[src/sfs_defines.svh]
`ifndef SFS_DEFINES_SVH
`define SFS_DEFINES_SVH

// ----------------------------------------------------------------
// block layout, stealing mode
// ----------------------------------------------------------------
`define SFS_C0_LEN 8'h52
`define SFS_C2_POS 8'h78
`define SFS_CRC_POS 8'h76
`define SFS_PAR_POS 8'h9c
`define SFS_TAIL_POS 8'ha0
`define SFS_LAST_POS 8'ha3
`define SFS_BLK_LAST 8'hd7
`define SFS_BLK_MOD 16'h00d8
`define SFS_ILV_MULT 16'h0061
`define SFS_SLOT_HALF 9'h0d8
`define SFS_SLOT_LAST 9'h1af

// ----------------------------------------------------------------
// trellis and check positions
// ----------------------------------------------------------------
`define SFS_TRL_LAST 7'h51
`define SFS_C1_STEPS 7'h26
`define SFS_CHK_FIRST 7'h24
`define SFS_CHK_LAST 7'h49
`define SFS_PAR_IDX 7'h4a
`define SFS_PM_INF 9'h100

// ----------------------------------------------------------------
// crc, puncturing masks, fill values, output framing
// ----------------------------------------------------------------
`define SFS_CRC_FOLD 4'h3
`define SFS_KEEP_C1_EVEN 3'b011
`define SFS_KEEP_C1_ODD 3'b001
`define SFS_KEEP_C2_0 3'b011
`define SFS_KEEP_C2_1 3'b011
`define SFS_KEEP_C2_2 3'b111
`define SFS_KEEP_C2_3 3'b000
`define SFS_FIX_VAL 34'h2_14f4_d0c9
`define SFS_FIX_POS 8'h9c
`define SFS_FIX_TOP 8'hbd
`define SFS_OUT_LAST 8'hbd
`define SFS_FIFO_DEPTH 8

`endif

[src/sfs_pkg.sv]
`include "sfs_defines.svh"

package sfs_pkg;

    typedef enum logic [1:0] {SFS_TX_LOAD, SFS_TX_TAIL, SFS_TX_SEND} sfs_tx_type;
    typedef enum logic [2:0] {
        SFS_RX_LOAD, SFS_RX_ACS, SFS_RX_TB, SFS_RX_CHK, SFS_RX_CMP, SFS_RX_EMIT
    } sfs_rx_type;

    // mother code outputs {g3, g2, g1}; st[0] is the newest past bit
    function automatic logic [2:0] sfs_mother(input logic [3:0] st, input logic b);
        sfs_mother[0] = b ^ st[0] ^ st[1] ^ st[2] ^ st[3];
        sfs_mother[1] = b ^ st[0] ^ st[2] ^ st[3];
        sfs_mother[2] = b ^ st[1] ^ st[3];
    endfunction

    // kept mother outputs for one input bit
    function automatic logic [2:0] sfs_keep(input logic cls2, input logic [1:0] ph);
        if (!cls2) begin
            sfs_keep = ph[0] ? `SFS_KEEP_C1_ODD : `SFS_KEEP_C1_EVEN;
        end else begin
            unique case (ph)
                2'h0: sfs_keep = `SFS_KEEP_C2_0;
                2'h1: sfs_keep = `SFS_KEEP_C2_1;
                2'h2: sfs_keep = `SFS_KEEP_C2_2;
                2'h3: sfs_keep = `SFS_KEEP_C2_3;
            endcase
        end
    endfunction

    // interleaver position of block bit k
    function automatic logic [7:0] sfs_perm(input logic [7:0] k);
        logic [15:0] t;
        t = {8'h00, k} * `SFS_ILV_MULT;
        sfs_perm = 8'(t % `SFS_BLK_MOD);
    endfunction

    function automatic logic [1:0] sfs_wt(input logic [2:0] v);
        sfs_wt = 2'(v[0]) + 2'(v[1]) + 2'(v[2]);
    endfunction

endpackage

[src/sfs_stream_if.sv]
`timescale 1ns/1ps

interface sfs_stream_if #(parameter int W = 2) ();
    logic [W-1:0] data;
    logic valid;
    logic ready;
    modport src (output data, output valid, input ready);
    modport snk (input data, input valid, output ready);
endinterface

[src/sfs_fifo.sv]
`timescale 1ns/1ps

module sfs_fifo #(
    parameter int W = 2,
    parameter int D = 8
) (
    input wire logic clk_sys,
    input wire logic nrst,
    sfs_stream_if.snk in_if,
    sfs_stream_if.src out_if
);
    localparam int AW = $clog2(D);

    logic [W-1:0] mem_q [D];
    logic [AW:0] wr_q;
    logic [AW:0] rd_q;
    logic full;
    logic empty;

    // pointer compare with wrap bit
    assign empty = wr_q == rd_q;
    assign full = (wr_q[AW] != rd_q[AW]) && (wr_q[AW-1:0] == rd_q[AW-1:0]);
    assign in_if.ready = !full;
    assign out_if.valid = !empty;
    assign out_if.data = mem_q[rd_q[AW-1:0]];

    // storage
    always_ff @(posedge clk_sys) begin
        if (in_if.valid && !full) begin
            mem_q[wr_q[AW-1:0]] <= in_if.data;
        end
    end

    // pointers
    always_ff @(posedge clk_sys or negedge nrst) begin
        if (!nrst) begin
            wr_q <= '0;
            rd_q <= '0;
        end else begin
            if (in_if.valid && !full) wr_q <= wr_q + 1'b1;
            if (out_if.ready && !empty) rd_q <= rd_q + 1'b1;
        end
    end
endmodule

[src/sfs_crc4.sv]
`timescale 1ns/1ps
`include "sfs_defines.svh"

module sfs_crc4 (
    input wire logic clk_sys,
    input wire logic nrst,
    input wire logic clr,
    input wire logic en,
    input wire logic din,
    output logic [3:0] crc
);
    logic [3:0] pw_q;

    // bits arrive lowest degree first: add x^(n+4) mod g per one bit
    always_ff @(posedge clk_sys or negedge nrst) begin
        if (!nrst) begin
            crc <= 4'h0;
            pw_q <= `SFS_CRC_FOLD;
        end else if (clr) begin
            crc <= 4'h0;
            pw_q <= `SFS_CRC_FOLD;
        end else if (en) begin
            if (din) crc <= crc ^ pw_q;
            pw_q <= {pw_q[2:0], 1'b0} ^ (pw_q[3] ? `SFS_CRC_FOLD : 4'h0);
        end
    end
endmodule

[src/sfs_speech_fec_frame_steal.sv]
`timescale 1ns/1ps
`include "sfs_defines.svh"

module sfs_speech_fec_frame_steal
    import sfs_pkg::*;
(
    input wire logic clk_sys,
    input wire logic nrst,
    input wire logic tx_bit,
    input wire logic tx_valid,
    output logic tx_ready,
    output logic mod_bit,
    output logic mod_valid,
    input wire logic mod_ready,
    input wire logic rx_bit,
    input wire logic rx_valid,
    output logic rx_ready,
    input wire logic rx_steal,
    output logic dec_bit,
    output logic dec_last,
    output logic dec_valid,
    input wire logic dec_ready,
    output logic bad_frame_flag,
    output logic normal_slot
);

    // ----------------------------------------------------------------
    // transmit: coding and interleaving
    // ----------------------------------------------------------------
    sfs_tx_type tx_st_q;
    logic [7:0] tx_pos_q;
    logic [7:0] tx_oidx_q;
    logic [7:0] tx_sidx_q;
    logic [3:0] tx_sr_q;
    logic tx_buf_q [216];
    logic [3:0] tx_crc;
    logic tx_fire;
    logic tx_c0;
    logic tx_c2;
    logic enc_bit;
    logic [2:0] enc_out;
    logic [2:0] tx_mask;
    logic [2:0] tx_vals;
    logic [1:0] toff;
    logic [2:0] tx_we;
    logic [7:0] tx_wa [3];
    logic tx_send_done;

    assign tx_ready = tx_st_q == SFS_TX_LOAD;
    assign tx_fire = (tx_ready && tx_valid) || (tx_st_q == SFS_TX_TAIL);
    assign tx_c0 = tx_pos_q < `SFS_C0_LEN;
    assign tx_c2 = tx_pos_q >= `SFS_C2_POS;

    // parity then zero tail feed the coder after the class bits
    always_comb begin
        if (tx_st_q == SFS_TX_LOAD) begin
            enc_bit = tx_bit;
        end else if (tx_pos_q < `SFS_TAIL_POS) begin
            enc_bit = tx_crc[2'(tx_pos_q - `SFS_PAR_POS)];
        end else begin
            enc_bit = 1'b0;
        end
    end

    assign enc_out = sfs_mother(tx_sr_q, enc_bit);
    // class 0 takes one plain bit, coded classes take kept outputs
    assign tx_mask = tx_c0 ? 3'b001 :
                     sfs_keep(tx_c2, tx_c2 ? 2'(tx_pos_q - `SFS_C2_POS)
                                           : {1'b0, tx_pos_q[0]});
    assign tx_vals = tx_c0 ? {2'b00, enc_bit} : enc_out;

    // kept bits land at their permuted block positions
    always_comb begin
        toff = 2'h0;
        for (int j = 0; j < 3; j++) begin
            tx_wa[j] = sfs_perm(tx_oidx_q + 8'(toff));
            tx_we[j] = tx_fire && tx_mask[j];
            if (tx_mask[j]) toff = toff + 2'h1;
        end
    end

    sfs_crc4 u_tx_crc (
        .clk_sys(clk_sys),
        .nrst(nrst),
        .clr(tx_send_done),
        .en(tx_fire && tx_ready && tx_pos_q >= `SFS_CRC_POS),
        .din(tx_bit),
        .crc(tx_crc)
    );

    // coded block store
    always_ff @(posedge clk_sys) begin
        for (int j = 0; j < 3; j++) begin
            if (tx_we[j]) tx_buf_q[tx_wa[j]] <= tx_vals[j];
        end
    end

    assign tx_send_done = mod_valid && mod_ready && tx_sidx_q == `SFS_BLK_LAST;

    // transmit sequencing
    always_ff @(posedge clk_sys or negedge nrst) begin
        if (!nrst) begin
            tx_st_q <= SFS_TX_LOAD;
            tx_pos_q <= 8'h00;
            tx_oidx_q <= 8'h00;
            tx_sidx_q <= 8'h00;
        end else begin
            unique case (tx_st_q)
                SFS_TX_LOAD, SFS_TX_TAIL: begin
                    if (tx_fire) begin
                        tx_pos_q <= tx_pos_q + 8'h01;
                        tx_oidx_q <= tx_oidx_q + 8'(toff);
                        if (tx_pos_q == `SFS_PAR_POS - 8'h01) tx_st_q <= SFS_TX_TAIL;
                        if (tx_pos_q == `SFS_LAST_POS) tx_st_q <= SFS_TX_SEND;
                    end
                end
                SFS_TX_SEND: begin
                    if (mod_ready) tx_sidx_q <= tx_sidx_q + 8'h01;
                    if (tx_send_done) begin
                        tx_st_q <= SFS_TX_LOAD;
                        tx_pos_q <= 8'h00;
                        tx_oidx_q <= 8'h00;
                        tx_sidx_q <= 8'h00;
                    end
                end
            endcase
        end
    end

    // coder memory: untouched at the class 1 to 2 switch
    always_ff @(posedge clk_sys or negedge nrst) begin
        if (!nrst) begin
            tx_sr_q <= 4'h0;
        end else if (tx_send_done) begin
            tx_sr_q <= 4'h0;
        end else if (tx_fire && !tx_c0) begin
            tx_sr_q <= {tx_sr_q[2:0], enc_bit};
        end
    end

    assign mod_valid = tx_st_q == SFS_TX_SEND;
    assign mod_bit = tx_buf_q[tx_sidx_q];

    // ----------------------------------------------------------------
    // receive: capture, Viterbi, check, deliver
    // ----------------------------------------------------------------
    sfs_rx_type rx_st_q;
    logic [8:0] rx_cnt_q;
    logic steal_q;
    logic rx_buf_q [216];
    logic [6:0] step_q;
    logic [7:0] cidx_q;
    logic [8:0] pm_q [16];
    logic [8:0] pm_d [16];
    logic [15:0] dec_q [82];
    logic [15:0] decs;
    logic [81:0] dbits_q;
    logic [3:0] tb_q;
    logic [7:0] eidx_q;
    logic [3:0] rx_crc;
    logic [2:0] rkeep;
    logic [2:0] rcv;
    logic [1:0] roff;
    logic [8:0] m0;
    logic [8:0] m1;
    logic [3:0] ns;
    logic emit_bit;
    logic rx_acc;
    logic fifo_rdy;

    assign rx_ready = rx_st_q == SFS_RX_LOAD;
    assign rx_acc = rx_ready && rx_valid;

    // slot capture; only the second half is kept when stealing
    always_ff @(posedge clk_sys) begin
        if (rx_acc && steal_q && rx_cnt_q >= `SFS_SLOT_HALF) begin
            rx_buf_q[8'(rx_cnt_q - `SFS_SLOT_HALF)] <= rx_bit;
        end
    end

    // gather received bits for this step, reading deinterleaved
    assign rkeep = sfs_keep(step_q >= `SFS_C1_STEPS,
                            step_q >= `SFS_C1_STEPS ? 2'(step_q - `SFS_C1_STEPS)
                                                    : {1'b0, step_q[0]});
    always_comb begin
        roff = 2'h0;
        for (int j = 0; j < 3; j++) begin
            rcv[j] = rx_buf_q[sfs_perm(`SFS_C0_LEN + cidx_q + 8'(roff))];
            if (rkeep[j]) roff = roff + 2'h1;
        end
    end

    // add-compare-select; erased outputs carry no metric
    always_comb begin
        m0 = 9'h000;
        m1 = 9'h000;
        ns = 4'h0;
        for (int s = 0; s < 16; s++) begin
            ns = 4'(s);
            m0 = pm_q[{1'b0, ns[3:1]}]
                 + 9'(sfs_wt((sfs_mother({1'b0, ns[3:1]}, ns[0]) ^ rcv) & rkeep));
            m1 = pm_q[{1'b1, ns[3:1]}]
                 + 9'(sfs_wt((sfs_mother({1'b1, ns[3:1]}, ns[0]) ^ rcv) & rkeep));
            decs[s] = m1 < m0;
            pm_d[s] = (m1 < m0) ? m1 : m0;
        end
    end

    // path metrics start in the zero state
    always_ff @(posedge clk_sys or negedge nrst) begin
        if (!nrst) begin
            for (int s = 0; s < 16; s++) pm_q[s] <= `SFS_PM_INF;
        end else if (rx_st_q == SFS_RX_LOAD) begin
            for (int s = 0; s < 16; s++) pm_q[s] <= (s == 0) ? 9'h000 : `SFS_PM_INF;
        end else if (rx_st_q == SFS_RX_ACS) begin
            pm_q <= pm_d;
        end
    end

    // survivor decisions per trellis step
    always_ff @(posedge clk_sys) begin
        if (rx_st_q == SFS_RX_ACS) dec_q[step_q] <= decs;
    end

    // traceback from the zero state reached by the tail
    always_ff @(posedge clk_sys or negedge nrst) begin
        if (!nrst) begin
            dbits_q <= '0;
            tb_q <= 4'h0;
        end else if (rx_st_q == SFS_RX_ACS) begin
            tb_q <= 4'h0;
        end else if (rx_st_q == SFS_RX_TB) begin
            dbits_q[step_q] <= tb_q[0];
            tb_q <= {dec_q[step_q][tb_q], tb_q[3:1]};
        end
    end

    sfs_crc4 u_rx_crc (
        .clk_sys(clk_sys),
        .nrst(nrst),
        .clr(rx_st_q == SFS_RX_LOAD),
        .en(rx_st_q == SFS_RX_CHK),
        .din(dbits_q[step_q]),
        .crc(rx_crc)
    );

    // receive sequencing
    always_ff @(posedge clk_sys or negedge nrst) begin
        if (!nrst) begin
            rx_st_q <= SFS_RX_LOAD;
            rx_cnt_q <= 9'h000;
            steal_q <= 1'b0;
            step_q <= 7'h00;
            cidx_q <= 8'h00;
            eidx_q <= 8'h00;
        end else begin
            unique case (rx_st_q)
                SFS_RX_LOAD: begin
                    if (rx_acc) begin
                        if (rx_cnt_q == 9'h000) steal_q <= rx_steal;
                        rx_cnt_q <= rx_cnt_q + 9'h001;
                        if (rx_cnt_q == `SFS_SLOT_LAST) begin
                            rx_cnt_q <= 9'h000;
                            if (steal_q) rx_st_q <= SFS_RX_ACS;
                        end
                    end
                    step_q <= 7'h00;
                    cidx_q <= 8'h00;
                    eidx_q <= 8'h00;
                end
                SFS_RX_ACS: begin
                    cidx_q <= cidx_q + 8'(roff);
                    if (step_q == `SFS_TRL_LAST) rx_st_q <= SFS_RX_TB;
                    else step_q <= step_q + 7'h01;
                end
                SFS_RX_TB: begin
                    if (step_q == 7'h00) begin
                        rx_st_q <= SFS_RX_CHK;
                        step_q <= `SFS_CHK_FIRST;
                    end else begin
                        step_q <= step_q - 7'h01;
                    end
                end
                SFS_RX_CHK: begin
                    if (step_q == `SFS_CHK_LAST) rx_st_q <= SFS_RX_CMP;
                    else step_q <= step_q + 7'h01;
                end
                SFS_RX_CMP: rx_st_q <= SFS_RX_EMIT;
                SFS_RX_EMIT: begin
                    if (fifo_rdy) begin
                        eidx_q <= eidx_q + 8'h01;
                        if (eidx_q == `SFS_OUT_LAST) rx_st_q <= SFS_RX_LOAD;
                    end
                end
            endcase
        end
    end

    // one pulse per normal slot, which is not decoded here
    always_ff @(posedge clk_sys or negedge nrst) begin
        if (!nrst) begin
            normal_slot <= 1'b0;
        end else begin
            normal_slot <= rx_acc && !steal_q && rx_cnt_q == `SFS_SLOT_LAST;
        end
    end

    // flag compares recomputed and decoded parity
    always_ff @(posedge clk_sys or negedge nrst) begin
        if (!nrst) begin
            bad_frame_flag <= 1'b0;
        end else if (rx_st_q == SFS_RX_CMP) begin
            bad_frame_flag <= rx_crc != dbits_q[`SFS_PAR_IDX +: 4];
        end
    end

    // delivered order: plain class, decoded classes, fixed fill
    always_comb begin
        if (eidx_q < `SFS_C0_LEN) begin
            emit_bit = rx_buf_q[sfs_perm(eidx_q)];
        end else if (eidx_q < `SFS_FIX_POS) begin
            emit_bit = dbits_q[7'(eidx_q - `SFS_C0_LEN)];
        end else begin
            emit_bit = 1'(`SFS_FIX_VAL >> (`SFS_FIX_TOP - eidx_q));
        end
    end

    // ----------------------------------------------------------------
    // output buffer toward the speech decoder
    // ----------------------------------------------------------------
    sfs_stream_if #(.W(2)) fill_if ();
    sfs_stream_if #(.W(2)) drain_if ();

    assign fill_if.valid = rx_st_q == SFS_RX_EMIT;
    assign fill_if.data = {eidx_q == `SFS_OUT_LAST, emit_bit};
    assign fifo_rdy = fill_if.ready;

    sfs_fifo #(.W(2), .D(`SFS_FIFO_DEPTH)) u_out_fifo (
        .clk_sys(clk_sys),
        .nrst(nrst),
        .in_if(fill_if),
        .out_if(drain_if)
    );

    assign dec_valid = drain_if.valid;
    assign dec_bit = drain_if.data[0];
    assign dec_last = drain_if.data[1];
    assign drain_if.ready = dec_ready;

endmodule

[config.mk]
export PLATFORM = sky130hd
export DESIGN_NAME = sfs_speech_fec_frame_steal
export DESIGN_NICKNAME = d
export VERILOG_FILES = /design/src/sfs_pkg.sv /design/src/sfs_stream_if.sv /design/src/sfs_fifo.sv /design/src/sfs_crc4.sv /design/src/sfs_speech_fec_frame_steal.sv
export VERILOG_INCLUDE_DIRS = /design/src
export SDC_FILE = /design/constraint.sdc
export NUM_CORES = 2
export LEC_CHECK = 0
export BUFFER_PORTS_ARGS = -buffer_cell sky130_fd_sc_hd__clkbuf_2
export CORE_ASPECT_RATIO = 2
export CORE_MARGIN = 1.5
export CORE_UTILIZATION = 55
export CTS_CLUSTER_SIZE = 10
export DETAILED_ROUTE_END_ITERATION = 10
export PLACE_DENSITY = 0.7
export SLEW_MARGIN = 20
export SYNTH_ARGS = -nofsm -noshare
export SYNTH_HDL_FRONTEND = slang
export SYNTH_SLANG_ARGS = --single-unit
[constraint.sdc]
create_clock -name clk_sys -period 24.6 [get_ports clk_sys]
set_clock_uncertainty 0.15 [all_clocks]
set_input_delay 1.23 -clock clk_sys [delete_from_list [all_inputs] [get_ports clk_sys]]
set_output_delay 1.23 -clock clk_sys [all_outputs]
set_load 0.03 [all_outputs]
==> out/results.ini <==
[grt]
track_usage_pct=38.4
grt_pass1_wl_um=660000
grt_pass1_vias=102000
overflow=0
antenna_found_initial=26
grt_max_degree=117

[route]
routed_via_density=7.11
first_pass_iters=7
wl_per_cell_um=31.9
wirelength_um=452000
vias=101000
drcViolationCount=1
antenna_left=0
detail_route.iter0.violations=9495

[clocking]
htreeDepth=4
cts_tree=built
clock_tree.root_cell=clkbuf_16
cts-buffers-inserted=235
cts_hold_buf=0
cts.repair.resized=0
clk_path_buf_depth=4
cts_setup_buffers=0
clkTransAtPathRegs_ns=0.07
clk_latency_ns=0.93
clock_sinks=2082

[timing]
worst_slew_pin_slew_ns=1.33
post-route-min-period_ns=20.00
worst_slack_ns=4.60
holdWs_ns=0.202
setup_tns_ns=0
timing.slew.headroom_pct=9.09
rsz0062_at_grt=no
setup_viol=0
clock.fmax_ghz=0.0500
finalHoldViolations=0
report.final.slew_viol_count=0
fin_crit_sh_pct=81.3

[yosys]
yosys_warnings=0
synth.distinct_cells=126
syn-cell-area_um2=127000
syn-instance-count=11300
synth.yosys.seq_area_share_pct=48.1
yosysTopAreaCellShare_pct=41.7
syn_area_per_cell_um2=11.2
synth_area_leader_cell=edfxtp_1
synth-edff-count=1760
async_flop_share_pct=15.5
synth_flop_cell=edfxtp_1
synth_area_leaders=edfxtp_1 42%, dfrtp_1 6.0%, mux4_2 5.9%, ha_1 5.0%, a22oi_1 3.4%
synth_seq_cells=2082
synth_nets=11900

[status]
violations=DRC
status=finished, violations left

[final_layout]
drive_gt1_share_pct=11.8
final_nets=11600
final_cell_mix=1,760 x edfxtp_1, 978 x nand2_1, 849 x nor2_1
layout_commonest_cell=edfxtp_1
final_core_util_pct=59.8
syn_to_final_growth_pct=7.89

[critical_path]
max_stage_delay_ns=0.81
ff2ff_path_depth=59
crit_required_ns=25.14
timing.rr.end=pm_q[127]$_DFFE_PN0P_
worstSetupPathType=reg2reg
worstPathArrival_ns=20.54
crit_end=pm_q[127]$_DFFE_PN0P_
start_kind=flop
crit_path_max_fanout=65
cpMostUsedCell=ha_1
r2r_slack_ns=4.60
end_kind=flop
r2r-start=cidx_q[1]$_DFFE_PN0P_
slowest_stage=mux2i_1
crit_start=cidx_q[1]$_DFFE_PN0P_

[floorplan]
io_pins=18
fp-row-count=248
fp.dieW_um=342
dieArea_um2=233000
initial_core_util_pct=55.4
core_um2=228000
die_y_um=681

[placement]
place_ws_ns=5.25
portBuffers=17
hpwlAfterDp_um=307000
globalplace.congestion=1.07

[job]
maxCapViolCount=0

[hold_path]
hold_path_class=in2async

[Yosys cell counts (120+ instances only)]
master,instances
edfxtp_1,1760
nand2_1,982
nor2_1,879
clkbuf_1,649
a22oi_1,565
ha_1,503
o21ai_0,501
a21oi_1,432
mux2i_1,378
mux4_2,334
dfrtp_1,302
xnor2_1,272
nand3_1,270
xor2_1,255
nand4_1,244
a31oi_1,191
inv_1,191
nor3_1,184
o211ai_1,166
a22o_1,158
mux2_2,128
a221oi_1,120
[area by class of cell]
cell class                 count  area (um^2)
clock buffer                 363         6400
multi-input combinational   8200        62300
antenna                       17         42.5
clock inverter                 8          138
fill                       18600        91800
sequential                  2082        61000
inverter                     203          764
timing repair buffer         289         2260
tap                         3000         3750
[how the worst min path moves through the flow]
stage	start	to	slack, ns	cells past startpoint
after floorplan	steal_q$_DFFE_PN0P_	normal_slot$_DFF_PN0_	0.30	1
after global placement	u_out_fifo.wr_q[3]$_DFFE_PN0P_	u_out_fifo.wr_q[3]$_DFFE_PN0P_	0.33	1
after detailed placement	u_out_fifo.wr_q[3]$_DFFE_PN0P_	u_out_fifo.wr_q[3]$_DFFE_PN0P_	0.33	1
after CTS	nrst	pm_q[87]$_DFFE_PN0P_	0.25	1
after global routing	nrst	pm_q[87]$_DFFE_PN0P_	0.26	1
final	nrst	pm_q[87]$_DFFE_PN0P_	0.20	1
[state kept, by name (all words and copies together) (netlist names), 9 cells and up]
name / count
pm_q: 144
rx_buf_q: 216
rx_cnt_q: 9
dec_q: 1312
dbits_q: 82
u_out_fifo.mem_q: 16
tx_buf_q: 216
[layer usage]
layer / vias up / global-route usage (%) / wire length (um)
met3: 2083 / 7.75 / 35600
met5: - / 0.147 / 150
met4: 18 / 40.8 / 57700
met1: 49500 / 35.4 / 132000
met2: 5793 / 67.2 / 227000
li1: 43300 / - / -
[metrics by stage]
step	instance area [um^2]	std cells
final	137000	14200
after floorplan	127000	11300
after CTS	136000	14100
after global placement	130000	13800
after global routing	137000	14200
after detailed placement	130000	13800
[worst max-delay path, delay by kind of cell, from the launching register on]
family                   cells  cell delay [ns]
adder cells (fa/ha/maj)     12             4.43
AO/OA/AOI/OAI               20             6.42
multiplexers                 5             1.96
flip-flops                   1             0.65
AND/OR/NAND/NOR             12             2.21
buffers and inverters        7             2.21
XOR/XNOR                     3             1.67
[logic make-up after synthesis]
logic type | count (synthesis) | share of synthesized area (%)
adder cells (fa/ha/maj) | 562 | 5.81
AND/OR/NAND/NOR | 3241 | 12.1
AO/OA/AOI/OAI | 3020 | 17.0
XOR/XNOR | 537 | 3.78
buffers and inverters | 1023 | 3.12
multiplexers | 840 | 10.1
flip-flops | 2082 | 48.1
Power is not shown: default switching activity piles up to over one toggle a cycle in this logic, so the estimate is an artifact.
